File: src/hw/strobe_pkg.sv
// Constants for the immediate command decoder: opcodes, register offsets,
// field positions and reset values.
// Assumes a 32-bit APB slave with byte addresses, each register one word.
package strobe_pkg;

    // Opcode width and stored-program opcodes
    localparam int OP_W = 8;
    localparam logic [7:0] OP_PROG_MASK_SET = 8'hd4;
    localparam logic [7:0] OP_PROG_MASK_CLR = 8'hd5;

    // Immediate opcodes
    localparam logic [7:0] OP_BEGIN = 8'he1;
    localparam logic [7:0] OP_HALT = 8'he2;
    localparam logic [7:0] OP_RX_ON = 8'he3;
    localparam logic [7:0] OP_MASK_SET = 8'he4;
    localparam logic [7:0] OP_MASK_CLR = 8'he5;
    localparam logic [7:0] OP_ACK = 8'he6;
    localparam logic [7:0] OP_ACK_PEND = 8'he7;
    localparam logic [7:0] OP_NACK = 8'he8;
    localparam logic [7:0] OP_TX_ON = 8'he9;
    localparam logic [7:0] OP_TX_CCA = 8'hea;
    localparam logic [7:0] OP_SAMPLE = 8'heb;
    localparam logic [7:0] OP_FLUSH_RX = 8'hed;
    localparam logic [7:0] OP_FLUSH_TX = 8'hee;
    localparam logic [7:0] OP_RADIO_OFF = 8'hef;
    localparam logic [7:0] OP_ERASE = 8'hff;

    // Register byte offsets
    localparam int ADDR_W = 12;
    localparam logic [11:0] REG_CMD = 12'h000;
    localparam logic [11:0] REG_PROG = 12'h004;
    localparam logic [11:0] REG_MASK = 12'h008;
    localparam logic [11:0] REG_STATUS = 12'h00c;

    // Receive-enable mask layout
    localparam int MASK_W = 8;
    localparam int MASK_BIT = 5;
    localparam logic [7:0] MASK_RESET = 8'h00;

    // Status register bit positions
    localparam int ST_RUNNING = 0;
    localparam int ST_BUSY = 1;
    localparam int ST_CCA = 2;
    localparam int ST_HALTED = 3;
    localparam int ST_PC_LSB = 8;
    localparam int ST_CNT_LSB = 16;

    // Radio strobe vector positions
    localparam int SB_RX_ON = 0;
    localparam int SB_TX_ON = 1;
    localparam int SB_TX_CCA = 2;
    localparam int SB_RADIO_OFF = 3;
    localparam int SB_FLUSH_RX = 4;
    localparam int SB_FLUSH_TX = 5;
    localparam int SB_ACK = 6;
    localparam int SB_ACK_PEND = 7;
    localparam int SB_NACK = 8;
    localparam int SB_N = 9;

    // Default program memory depth
    localparam int PROG_DEPTH_DEF = 24;

endpackage

File: src/hw/immediate_strobe_decoder.sv
// Immediate instruction decoder and small stored-program runner of the
// command strobe processor, reached over APB.
// Assumes the radio core returns radio_ack for a strobe that waits on it
// and that channel_clear is synchronous to pclk.
`timescale 1ns/1ps
`default_nettype none

// Operation
// (RULE1) Program opcode d5 clears mask bit 5
// (RULE2) Opcode e2 halts program, sets halt flag
// (RULE3) Opcode e1 zeroes counter, starts program
// (RULE4) Software never starts an already running program
// (RULE5) Opcode e3 strobes receive-on
// (RULE6) Opcode e4 sets mask bit 5
// (RULE7) Opcode e5 clears mask bit 5
// (RULE8) Opcode e9 strobes transmit, waits for acknowledge
// (RULE9) Opcode ea transmits only on clear channel
// (RULE10) Opcode eb samples channel-clear into status
// (RULE11) Opcode ef strobes radio off
// (RULE12) Opcode ed strobes receive flush
// (RULE13) Opcode ee strobes transmit flush
// (RULE14) Opcode e6 strobes acknowledge, pending cleared
// (RULE15) Opcode e7 strobes pending acknowledge, waits
// (RULE16) Opcode e8 suppresses current acknowledge
// (RULE17) Opcode ff erases, resets, aborts without flag
// (RULE18) Software issues erase twice in a row
// (RULE19) Immediates run anytime; unknown opcodes ignored; here a command write stalls while strobe_busy is high
// (RULE20) Strobes one cycle; busy until acknowledge
module immediate_strobe_decoder
#(
    parameter int PROG_DEPTH = strobe_pkg::PROG_DEPTH_DEF
)
(
    // Clock and reset
    input wire logic pclk,
    input wire logic presetn,
    // APB slave
    input wire logic psel,
    input wire logic penable,
    input wire logic pwrite,
    input wire logic [strobe_pkg::ADDR_W-1:0] paddr,
    input wire logic [31:0] pwdata,
    output logic [31:0] prdata,
    output logic pready,
    output logic pslverr,
    // Radio core side
    input wire logic radio_ack,
    input wire logic channel_clear,
    output logic rx_on_strobe,
    output logic tx_on_strobe,
    output logic tx_if_clear_strobe,
    output logic radio_off_strobe,
    output logic rx_flush_strobe,
    output logic tx_flush_strobe,
    output logic ack_strobe,
    output logic ack_pending_strobe,
    output logic ack_suppress_strobe,
    // Status levels
    output logic [strobe_pkg::MASK_W-1:0] rx_enable_mask,
    output logic program_halted_flag,
    output logic program_running,
    output logic strobe_busy
);
    import strobe_pkg::*;

    localparam int PTR_W = $clog2(PROG_DEPTH + 1);

    ////////////////////////////////////////////////////////////////////////
    // Bus decode

    logic pready_q; // Registered ready, one-cycle pulse
    logic [31:0] prdata_q; // Read data captured with ready
    logic pslverr_q; // Error for unmapped offsets
    logic busy_q; // Waiting for radio acknowledge
    logic access; // Access phase present
    logic stall; // Command write held off while busy
    logic done_wr; // Write takes effect this edge
    logic mapped; // Offset is one of ours
    logic cmd_wr; // Immediate opcode written
    logic [7:0] op; // Opcode being issued

    assign access = psel && penable;
    assign stall = pwrite && (paddr == REG_CMD) && busy_q; // see (RULE8) (RULE15)
    assign done_wr = access && pready_q && pwrite;
    assign mapped = (paddr == REG_CMD) || (paddr == REG_PROG) ||
                    (paddr == REG_MASK) || (paddr == REG_STATUS);
    assign cmd_wr = done_wr && (paddr == REG_CMD); // see (RULE19)
    assign op = pwdata[7:0];

    ////////////////////////////////////////////////////////////////////////
    // Program memory and sequencing

    logic [OP_W-1:0] prog_mem_q [PROG_DEPTH]; // Stored instructions
    logic [PTR_W-1:0] count_q; // Instructions loaded so far
    logic [PTR_W-1:0] pc_q; // Program counter
    logic running_q; // Program executing
    logic erase; // Erase opcode issued
    logic prog_wr; // Append one instruction
    logic [OP_W-1:0] cur_op; // Instruction at the counter

    assign erase = cmd_wr && (op == OP_ERASE);
    assign prog_wr = done_wr && (paddr == REG_PROG) && (count_q < PTR_W'(PROG_DEPTH));
    assign cur_op = (pc_q < PTR_W'(PROG_DEPTH)) ? prog_mem_q[pc_q[PTR_W-1:0]] : '0;

    // One flop group per entry; erase wipes every entry at once
    for (genvar i = 0; i < PROG_DEPTH; i++)
    begin : g_mem
        always_ff @(posedge pclk or negedge presetn)
        begin
            if (!presetn)
            begin
                prog_mem_q[i] <= '0;
            end
            else if (erase)
            begin
                prog_mem_q[i] <= '0; // see (RULE17)
            end
            else if (prog_wr && (count_q == PTR_W'(i)))
            begin
                prog_mem_q[i] <= pwdata[OP_W-1:0];
            end
        end
    end

    // Load count, cleared with the memory
    always_ff @(posedge pclk or negedge presetn)
    begin
        if (!presetn)
            count_q <= '0;
        else if (erase)
            count_q <= '0; // see (RULE17)
        else if (prog_wr)
            count_q <= count_q + PTR_W'(1);
    end

    // Counter and run state; one instruction per cycle while running
    always_ff @(posedge pclk or negedge presetn)
    begin
        if (!presetn)
        begin
            pc_q <= '0;
            running_q <= 1'b0;
        end
        else if (erase)
        begin
            // Each erase zeroes the counter, so a repeated erase is harmless
            pc_q <= '0; // see (RULE17) (RULE18)
            running_q <= 1'b0;
        end
        else if (cmd_wr && (op == OP_BEGIN))
        begin
            // Restart from entry zero; an empty memory does not start
            pc_q <= '0; // see (RULE3) (RULE4)
            running_q <= (count_q != '0);
        end
        else if (cmd_wr && (op == OP_HALT))
        begin
            running_q <= 1'b0; // see (RULE2)
        end
        else if (running_q)
        begin
            // Running off the end of the loaded code stops quietly
            if (pc_q + PTR_W'(1) >= count_q)
            begin
                running_q <= 1'b0;
            end
            pc_q <= pc_q + PTR_W'(1);
        end
    end

    ////////////////////////////////////////////////////////////////////////
    // Receive-enable mask

    logic [MASK_W-1:0] mask_q; // Mask register
    logic [MASK_W-1:0] mask_d; // Next mask value

    // Program and immediate edits touch only bit 5; clear beats set
    always_comb
    begin
        mask_d = mask_q;
        if (done_wr && (paddr == REG_MASK))
            mask_d = pwdata[MASK_W-1:0];
        if (running_q && (cur_op == OP_PROG_MASK_SET))
            mask_d[MASK_BIT] = 1'b1;
        if (cmd_wr && (op == OP_MASK_SET))
            mask_d[MASK_BIT] = 1'b1; // see (RULE6)
        if (running_q && (cur_op == OP_PROG_MASK_CLR))
            mask_d[MASK_BIT] = 1'b0; // see (RULE1)
        if (cmd_wr && (op == OP_MASK_CLR))
            mask_d[MASK_BIT] = 1'b0; // see (RULE7)
    end

    // Mask storage
    always_ff @(posedge pclk or negedge presetn)
    begin
        if (!presetn)
            mask_q <= MASK_RESET;
        else
            mask_q <= mask_d;
    end

    ////////////////////////////////////////////////////////////////////////
    // Radio strobes and handshake

    logic [SB_N-1:0] strobe_q; // One-cycle strobes to the radio
    logic cca_q; // Sampled channel-clear bit
    logic halted_q; // Sticky halt flag

    // Every strobe lives exactly one cycle
    always_ff @(posedge pclk or negedge presetn)
    begin
        if (!presetn)
        begin
            strobe_q <= '0;
        end
        else
        begin
            strobe_q <= '0; // see (RULE20)
            if (cmd_wr)
            begin
                case (op)
                    OP_RX_ON: strobe_q[SB_RX_ON] <= 1'b1; // see (RULE5)
                    OP_TX_ON: strobe_q[SB_TX_ON] <= 1'b1; // see (RULE8)
                    // Busy channel: no strobe, nothing sent
                    OP_TX_CCA: strobe_q[SB_TX_CCA] <= channel_clear; // see (RULE9)
                    OP_RADIO_OFF: strobe_q[SB_RADIO_OFF] <= 1'b1; // see (RULE11)
                    OP_FLUSH_RX: strobe_q[SB_FLUSH_RX] <= 1'b1; // see (RULE12)
                    OP_FLUSH_TX: strobe_q[SB_FLUSH_TX] <= 1'b1; // see (RULE13)
                    OP_ACK: strobe_q[SB_ACK] <= 1'b1; // see (RULE14)
                    OP_ACK_PEND: strobe_q[SB_ACK_PEND] <= 1'b1; // see (RULE15)
                    OP_NACK: strobe_q[SB_NACK] <= 1'b1; // see (RULE16)
                    default: strobe_q <= '0; // Undefined opcodes do nothing
                endcase
            end
        end
    end

    // Busy from a waiting strobe until the radio acknowledges it
    always_ff @(posedge pclk or negedge presetn)
    begin
        if (!presetn)
            busy_q <= 1'b0;
        else if (cmd_wr && ((op == OP_TX_ON) || (op == OP_ACK_PEND)))
            busy_q <= 1'b1; // see (RULE8) (RULE15) (RULE20)
        else if (radio_ack)
            busy_q <= 1'b0;
    end

    // Channel-clear sample, kept until the next sample
    always_ff @(posedge pclk or negedge presetn)
    begin
        if (!presetn)
            cca_q <= 1'b0;
        else if (cmd_wr && (op == OP_SAMPLE))
            cca_q <= channel_clear; // see (RULE10)
    end

    // Halt flag: write one to clear, a halt in the same cycle wins
    always_ff @(posedge pclk or negedge presetn)
    begin
        if (!presetn)
            halted_q <= 1'b0;
        else if (cmd_wr && (op == OP_HALT))
            halted_q <= 1'b1; // see (RULE2)
        else if (done_wr && (paddr == REG_STATUS) && pwdata[ST_HALTED])
            halted_q <= 1'b0;
    end

    ////////////////////////////////////////////////////////////////////////
    // Bus answer

    // Ready one cycle into the access phase, withheld while stalled
    always_ff @(posedge pclk or negedge presetn)
    begin
        if (!presetn)
        begin
            pready_q <= 1'b0;
            prdata_q <= '0;
            pslverr_q <= 1'b0;
        end
        else if (pready_q || !access || stall)
        begin
            pready_q <= 1'b0;
            pslverr_q <= 1'b0;
        end
        else
        begin
            pready_q <= 1'b1;
            pslverr_q <= !mapped;
            prdata_q <= '0;
            if (!pwrite)
            begin
                case (paddr)
                    REG_MASK: prdata_q <= 32'(mask_q);
                    REG_STATUS:
                    begin
                        prdata_q[ST_RUNNING] <= running_q;
                        prdata_q[ST_BUSY] <= busy_q;
                        prdata_q[ST_CCA] <= cca_q;
                        prdata_q[ST_HALTED] <= halted_q;
                        prdata_q[ST_PC_LSB +: PTR_W] <= pc_q;
                        prdata_q[ST_CNT_LSB +: PTR_W] <= count_q;
                    end
                    default: prdata_q <= '0; // Command and program read zero
                endcase
            end
        end
    end

    // Outputs straight from flops
    assign prdata = prdata_q;
    assign pready = pready_q;
    assign pslverr = pslverr_q;
    assign rx_on_strobe = strobe_q[SB_RX_ON];
    assign tx_on_strobe = strobe_q[SB_TX_ON];
    assign tx_if_clear_strobe = strobe_q[SB_TX_CCA];
    assign radio_off_strobe = strobe_q[SB_RADIO_OFF];
    assign rx_flush_strobe = strobe_q[SB_FLUSH_RX];
    assign tx_flush_strobe = strobe_q[SB_FLUSH_TX];
    assign ack_strobe = strobe_q[SB_ACK];
    assign ack_pending_strobe = strobe_q[SB_ACK_PEND];
    assign ack_suppress_strobe = strobe_q[SB_NACK];
    assign rx_enable_mask = mask_q;
    assign program_halted_flag = halted_q;
    assign program_running = running_q;
    assign strobe_busy = busy_q;

endmodule // immediate_strobe_decoder

`default_nettype wire

File: config.mk
export PLATFORM = sky130hd
export DESIGN_NAME = immediate_strobe_decoder
export DESIGN_NICKNAME = d
export VERILOG_FILES = /design/src/hw/strobe_pkg.sv /design/src/hw/immediate_strobe_decoder.sv
export SDC_FILE = /design/constraint.sdc
export NUM_CORES = 1
export LEC_CHECK = 0
export BUFFER_PORTS_ARGS = -buffer_cell sky130_fd_sc_hd__buf_2
export CORE_ASPECT_RATIO = 1.5
export CORE_UTILIZATION = 56
export DETAILED_ROUTE_END_ITERATION = 12
export PLACE_DENSITY = 0.74
export SYNTH_ARGS = -nofsm -noshare
export SYNTH_HDL_FRONTEND = slang
export SYNTH_SLANG_ARGS = --single-unit
File: constraint.sdc
create_clock -name pclk -period 2.46 [get_ports pclk]
set_input_delay 0.369 -clock pclk [delete_from_list [all_inputs] [get_ports pclk]]
set_output_delay 0.369 -clock pclk [all_outputs]
set_load 0.01 [all_outputs]
* Word level (Yosys, flattened, before mapping)
Cells that the tools add are included.
** Word-level totals
- Bits in registers :: 257
- Latch bits :: 0
- Memory bits (writable) :: 0
- Memory bits (read-only) :: 0
- Output and inout bits :: 54
- Word-level logic and storage cells :: 261
- Memories kept :: 0
** Operators by class
- Add/sub/neg operators :: 2
- $mul :: 0
- Div/mod/pow operators :: 0
- Magnitude comparators :: 4
- Equal/unequal tests :: 44
- Shift operators :: 0
- Mux-type cells :: 89
- Bitwise operators :: 1
- Reductions and logical operators :: 85
** Operator list (number)
- 8-bit two-way mux :: 51
- 8-bit equality test (second input constant) :: 17
- 2-bit nonzero test :: 27
- 1-bit logical AND :: 44
- 8-bit binary-select mux with 5-bit select :: 1
- 5-bit by 4-bit equality test with 1-bit output (second input constant) :: 8
- 5-bit equality test (second input constant) :: 8
- 5-bit two-way mux :: 8
- 12-bit by 4-bit equality test with 1-bit output (second input constant) :: 2
- 1-bit two-way mux :: 24
- 21-bit two-way mux :: 1
- 5-bit by 3-bit equality test with 1-bit output (second input constant) :: 4
- 12-bit by 3-bit equality test with 1-bit output (second input constant) :: 1
- 12-bit logical NOT :: 1
- 5-bit by 1-bit adder with 5-bit output (second input constant) :: 2
- 5-bit by 2-bit equality test with 1-bit output (second input constant) :: 2
- 5-bit < comparator (second input constant) :: 2
- 5-bit nonzero test :: 2
- 9-bit two-way mux :: 1
- 4-bit case mux with 2 select lines :: 1
- 6-bit greater-or-equal comparator (second input constant) :: 1
- 1-bit logical OR :: 6
- 6-bit two-way mux :: 1
- 5-bit NOT with 6-bit output :: 1
- other kinds (8) :: 9

* Logic depth before layout (Yosys ltp)
- Depth in word-level cells :: 11
- Depth in mapped cells :: 11
- Depth with buffers taken out :: 8

* Worst setup path after synthesis
No wires, ideal clock.
- Kind :: flip-flop to flip-flop
- Start :: register pc_q[2]
- End :: register running_q (netlist: program_running)
- Library setup time :: 77 ps
- Data arrival time :: 2070 ps
- Data required time :: 2383 ps
- Setup slack :: 312 ps
- Stages on the path, launching flop included :: 10
- Clock period less this slack :: 2148 ps
- Cell sequence :: dfrtp_1 -> clkbuf_1 -> clkbuf_1 -> xor2_1 -> ha_1 -> nor2b_1 -> o21ai_0 -> nand2b_1 -> a211o_1 -> a21oi_1
** Between the ends
- Word-level cells in the longest chain between the ends :: 7
** Ends and longest elaborated chain
- from (decl) :: RTL line immediate_strobe_decoder.sv:95 : logic [PTR_W-1:0] pc_q;
- from (signal assigned) :: RTL line immediate_strobe_decoder.sv:167 : pc_q <= pc_q + PTR_W'(1);
- 5-bit by 1-bit adder with 5-bit output :: RTL line immediate_strobe_decoder.sv:163 : if (pc_q + PTR_W'(1) >= count_q)
- 5-bit greater-or-equal comparator :: RTL line immediate_strobe_decoder.sv:163
- 1-bit two-way mux :: RTL line immediate_strobe_decoder.sv:163
- 1-bit two-way mux :: RTL line immediate_strobe_decoder.sv:160 : else if (running_q)
- 1-bit two-way mux :: RTL line immediate_strobe_decoder.sv:156 : else if (cmd_wr && (op == OP_HALT))
- 1-bit two-way mux :: RTL line immediate_strobe_decoder.sv:150 : else if (cmd_wr && (op == OP_BEGIN))
- 1-bit two-way mux :: RTL line immediate_strobe_decoder.sv:144 : else if (erase)
- to (signal assigned) :: RTL line immediate_strobe_decoder.sv:154 : running_q <= (count_q != '0);
- to (decl) :: RTL line immediate_strobe_decoder.sv:96 : logic running_q;
No other way between the ends.
A chain may end at the register's enable or synchronous reset.

* Worst setup path in the final report
- Start :: register pc_q[0]
- End :: register mask_q[5] (netlist: rx_enable_mask[5])
** Between the ends
- Word-level cells in the longest chain between the ends :: 11
- Elaborated cells between the ends (all ways) :: 15
- Classes of those cells :: 1 x order compare; 2 x eq/ne; 8 x mux; 1 x bitwise; 3 x reduce/logical
** Ends and longest elaborated chain
- 5-bit NOT with 6-bit output (not written as such) :: RTL line immediate_strobe_decoder.sv:103 : assign cur_op = (pc_q < PTR_W'(PROG_DEPTH)) ? prog_mem_q[pc_q[PTR_W-1:0]] : '0;
- 8-bit binary-select mux with 5-bit select :: RTL line immediate_strobe_decoder.sv:103
- 8-bit two-way mux (not written as such) (2 in a row) :: RTL line immediate_strobe_decoder.sv:103
- 8-bit two-way mux * :: RTL line immediate_strobe_decoder.sv:103
- 8-bit equality test :: RTL line immediate_strobe_decoder.sv:183 : if (running_q && (cur_op == OP_PROG_MASK_SET))
- 1-bit logical AND :: RTL line immediate_strobe_decoder.sv:183
- 1-bit two-way mux :: RTL line immediate_strobe_decoder.sv:183
- 1-bit two-way mux :: RTL line immediate_strobe_decoder.sv:185 : if (cmd_wr && (op == OP_MASK_SET))
- 1-bit two-way mux :: RTL line immediate_strobe_decoder.sv:187 : if (running_q && (cur_op == OP_PROG_MASK_CLR))
- 1-bit two-way mux :: RTL line immediate_strobe_decoder.sv:189 : if (cmd_wr && (op == OP_MASK_CLR))
- to (signal assigned) :: RTL line immediate_strobe_decoder.sv:199 : mask_q <= mask_d;
- to (decl) :: RTL line immediate_strobe_decoder.sv:174 : logic [MASK_W-1:0] mask_q;
Every way passes the cells marked *; elsewhere a longest branch is shown, timed or not. The select of a mux whose other input is x is not followed.

==> results.yml <==
synthesis:
  ys.flop_type: "dfrtp_1"
  synth.most_common_cell: "dfrtp_1"
  ys_ff_latch: 243
  netlist_area_um2: 11300
  synth-edff-count: 0
  yosys.area.top_type: "dfrtp_1"
  yosys-top-cells-count: "243 x dfrtp_1, 134 x nor2_1, 133 x nand2_1, 111 x o21ai_0, 105 x mux2i_1"
  yosysUniqueCellTypes: 64
  synth_area_leaders: "dfrtp_1 54%, mux2i_1 9.3%, o21ai_0 4.9%, nor2_1 4.5%, nand2_1 4.4%"
  ys_async_sr_fraction_pct: 100
  syn_inst: 1055
  ys_seq_area_share_pct: 53.8
  synth_top_area_share_pct: 53.8
  yosysWarnings: 0
  synth_area_per_cell_um2: 10.7
timing:
  slew_headroom_pct: 53.3
  period_needed_ps: 2390
  drv_slew: 0
  finClkSkew_ps: 18.3
  tightest_slew_ps: 698
  rsz0062_at_grt: "yes"
  finalCritPeriodShare_pct: 97.3
  finalHoldViolCount: 0
  setup_ws_ps: 65.9
  finalSetupViolations: 0
  timing.fmax_mhz: 418
die:
  die_w_um: 118
  rows: 63
  start_util_pct: 57.1
  die_y_um: 176
  die_area_um2: 20800
  core_area_um2: 19800
  io_pins: 105
clock_tree:
  clkLatencyLatePin_ps: 520
  numCtsBuffers: 24
  cts_max_path_buffers: 3
  cts_root_buffer: "clkbuf_16"
  clk_pin_slew_ps: 60
  h-tree-depth: 1
  clock-sinks: 243
  cts_tree: "yes"
place:
  io_buffers: 66
  post-place-ws_ps: -51.3
  placed_cells: 1390
  dp_hpwl_um: 18500
  gp_congestion: 0.871
  place_area_um2: 12400
cells_and_area:
  fill_cells: 1440
  fin_cells: 1434
  syn2layout_area_growth_pct: 17.7
  fin_area_um2: 13300
  ff_latch_area_um2: 6080
  final_layout_size_suffix_gt1_share_pct: 20.2
  nNetsFinal: 1221
  multi_input_area_um2: 4760
  num_antenna_cells: 0
power_and_ir_drop:
  p_sw_share_pct: 20.9
  power.density_nw_per_um2: 607
  power_frac_seq_pct: 49.6
  power.clock.fraction_pct: 46.9
  p_comb_share_pct: 3.5
  power_leakage_nw: 6.65
  power_mw: 8.07
  p_sw_mw: 1.68
  p_int_mw: 6.39
  ir_worst_vdd_mv: 0.401
worst_setup_path:
  cp-end-kind: "flop"
  critPathLaunchType: "flop"
  slowest_delay_ps: 510
  critical_path_class: "flop to flop"
  cp_cell_sequence: "buf_8, nand2_1, o221ai_1, o2111ai_1, a32o_1, o311ai_0, o2111ai_1, mux2i_1"
  cp.required_ps: 2840
  arrival_ps: 2770
  path_common_cell: "o2111ai_1"
  reg2reg_setup_slack_ps: 70
  critPathSlowestCell: "dfrtp_2"
  path_max_fanout: 17
global_routing:
  grt_pass1_vias: 8370
  antenna_found_initial: 0
  grt.total_usage_pct: 27.3
  overflow: 0
  grt_first_pass_wirelength_um: 44400
  grt_start_max_net_pins: 84
hold_path:
  hp-class: "input port to flop"
job:
  drv_cap: 0
drt:
  first_iter_violations: 631
  wl_per_cell_um: 18.9
  drtAntennaViolNets: 0
  vias: 8322
  wl_um: 27100
  drc_errors: 0
  vias_per_cell: 5.80
  drt_pass1_iterations: 7
outcome:
  outcome: "complete, no violations"
-- worst max-delay path: cells and delay by family (launching register included) --
family	cells	cell delay, ps
AND/OR/NAND/NOR	1	70
AO/OA/AOI/OAI	5	1270
buffers and inverters	1	230
multiplexers	1	160
flip-flops	1	510
-- kinds of logic after synthesis --
family	count (synthesis)	synth area share (%)
other	1	0.0332
XOR/XNOR	10	0.776
AND/OR/NAND/NOR	373	16.5
flip-flops	243	53.8
multiplexers	129	13.0
AO/OA/AOI/OAI	180	9.90
buffers and inverters	108	4.74
adder cells (fa/ha/maj)	11	1.22
-- per-stage QoR --
stage | hold slack, ps | TNS [ps] | utilization (%)
finish | 45.0 | 0 | 67.2
global route | 40.0 | -53.2 | 67.2
CTS | 25.9 | 0 | 67.0
detailed placement | 385 | -77.3 | 62.7
global placement | 378 | 0 | 62.7
floorplan | 73.4 | 0 | -
-- cell type report --
class / instances / area share, %
tap: 260 / 2.45
sequential: 243 / 45.8
clock inverter: 7 / 0.847
multi-input combinational: 717 / 35.8
timing repair buffer: 154 / 9.30
inverter: 19 / 0.536
clock buffer: 34 / 5.34
-- power by group through the flow --
stage | logic, mW | registers (mW) | clock network (mW)
6_report | 0.284 | 4.00 | 3.79
5_1_grt | 0.311 | 4.00 | 4.01
4_1_cts | 0.289 | 4.00 | 3.85
3_5_place_dp | 0.286 | 4.07 | 0
3_3_place_gp | 0.282 | 4.07 | 0
2_1_floorplan | 0.0971 | 4.07 | 0
-- sequential cells by signal (all words and copies together) (netlist names), 5 cells and up --
register / count
pc_q: 5
prdata: 18
strobe_q: 9
rx_enable_mask: 8
count_q: 5
prog_mem_q: 192
-- cell usage in the layout, fill, tap and decap left out, types with 4 or more instances in the layout --
cell type  synthesis  final
xnor2_1            8      8
o221ai_1           5      5
conb_1             1     14
nand4_4            5      5
nor2b_1            8      7
mux2_2            11     11
nor3b_1           10      9
nor2_1           134    134
a22o_1            14     14
buf_4             23     68
clkbuf_8           0      5
nand3_1            9      9
and3_1             5      5
inv_1             19     19
buf_2             22     65
o21ai_0          111    110
clkbuf_1          35      4
o2111ai_1          4      4
buf_12             0     18
and4_1             6      6
nor3_1            11     11
nand4b_1          14     14
dfrtp_1          243    241
mux4_2            13     13
ha_1              11     11
a21oi_1           15     14
mux2i_1          105    105
clkbuf_16          0     25
nand2b_1          14     14
nand2_1          133    133
-- path summary, 6_finish.rpt --
| check | depth (start not counted) | start | endpoint |
|---|---|---|---|
| setup / recovery | 8 | pc_q[0] | rx_enable_mask[5] |
| hold / removal | 2 | radio_ack | strobe_busy |
| setup reg to reg | 8 | pc_q[0] | rx_enable_mask[5] |
| hold reg to reg | 2 | prog_mem_q[165] | prog_mem_q[165] |
| max in group asynchronous | 3 | presetn | pc_q[1] |
| min in group asynchronous | 2 | presetn | prog_mem_q[127] |
-- repair_timing --
item / in CTS / in global routing
pin swaps: 0 / 1
setup endpoints to repair: 1 / 18
hold buffers: 1 / 0
endpoints found under the hold margin: 70 / 0
setup buffers: 0 / 2
resized for setup: 2 / 9
-- per-layer routing --
metal / wire length, um / share of wire (%) / global-route usage (%)
met4: 1040 / 3.8 / 11.9
met2: 14400 / 53 / 49.7
met5: 0 / 0 / 0
met1: 10600 / 39 / 32.6
met3: 1040 / 3.8 / 2.63
Note: power is estimated with default switching activity, not from simulation.
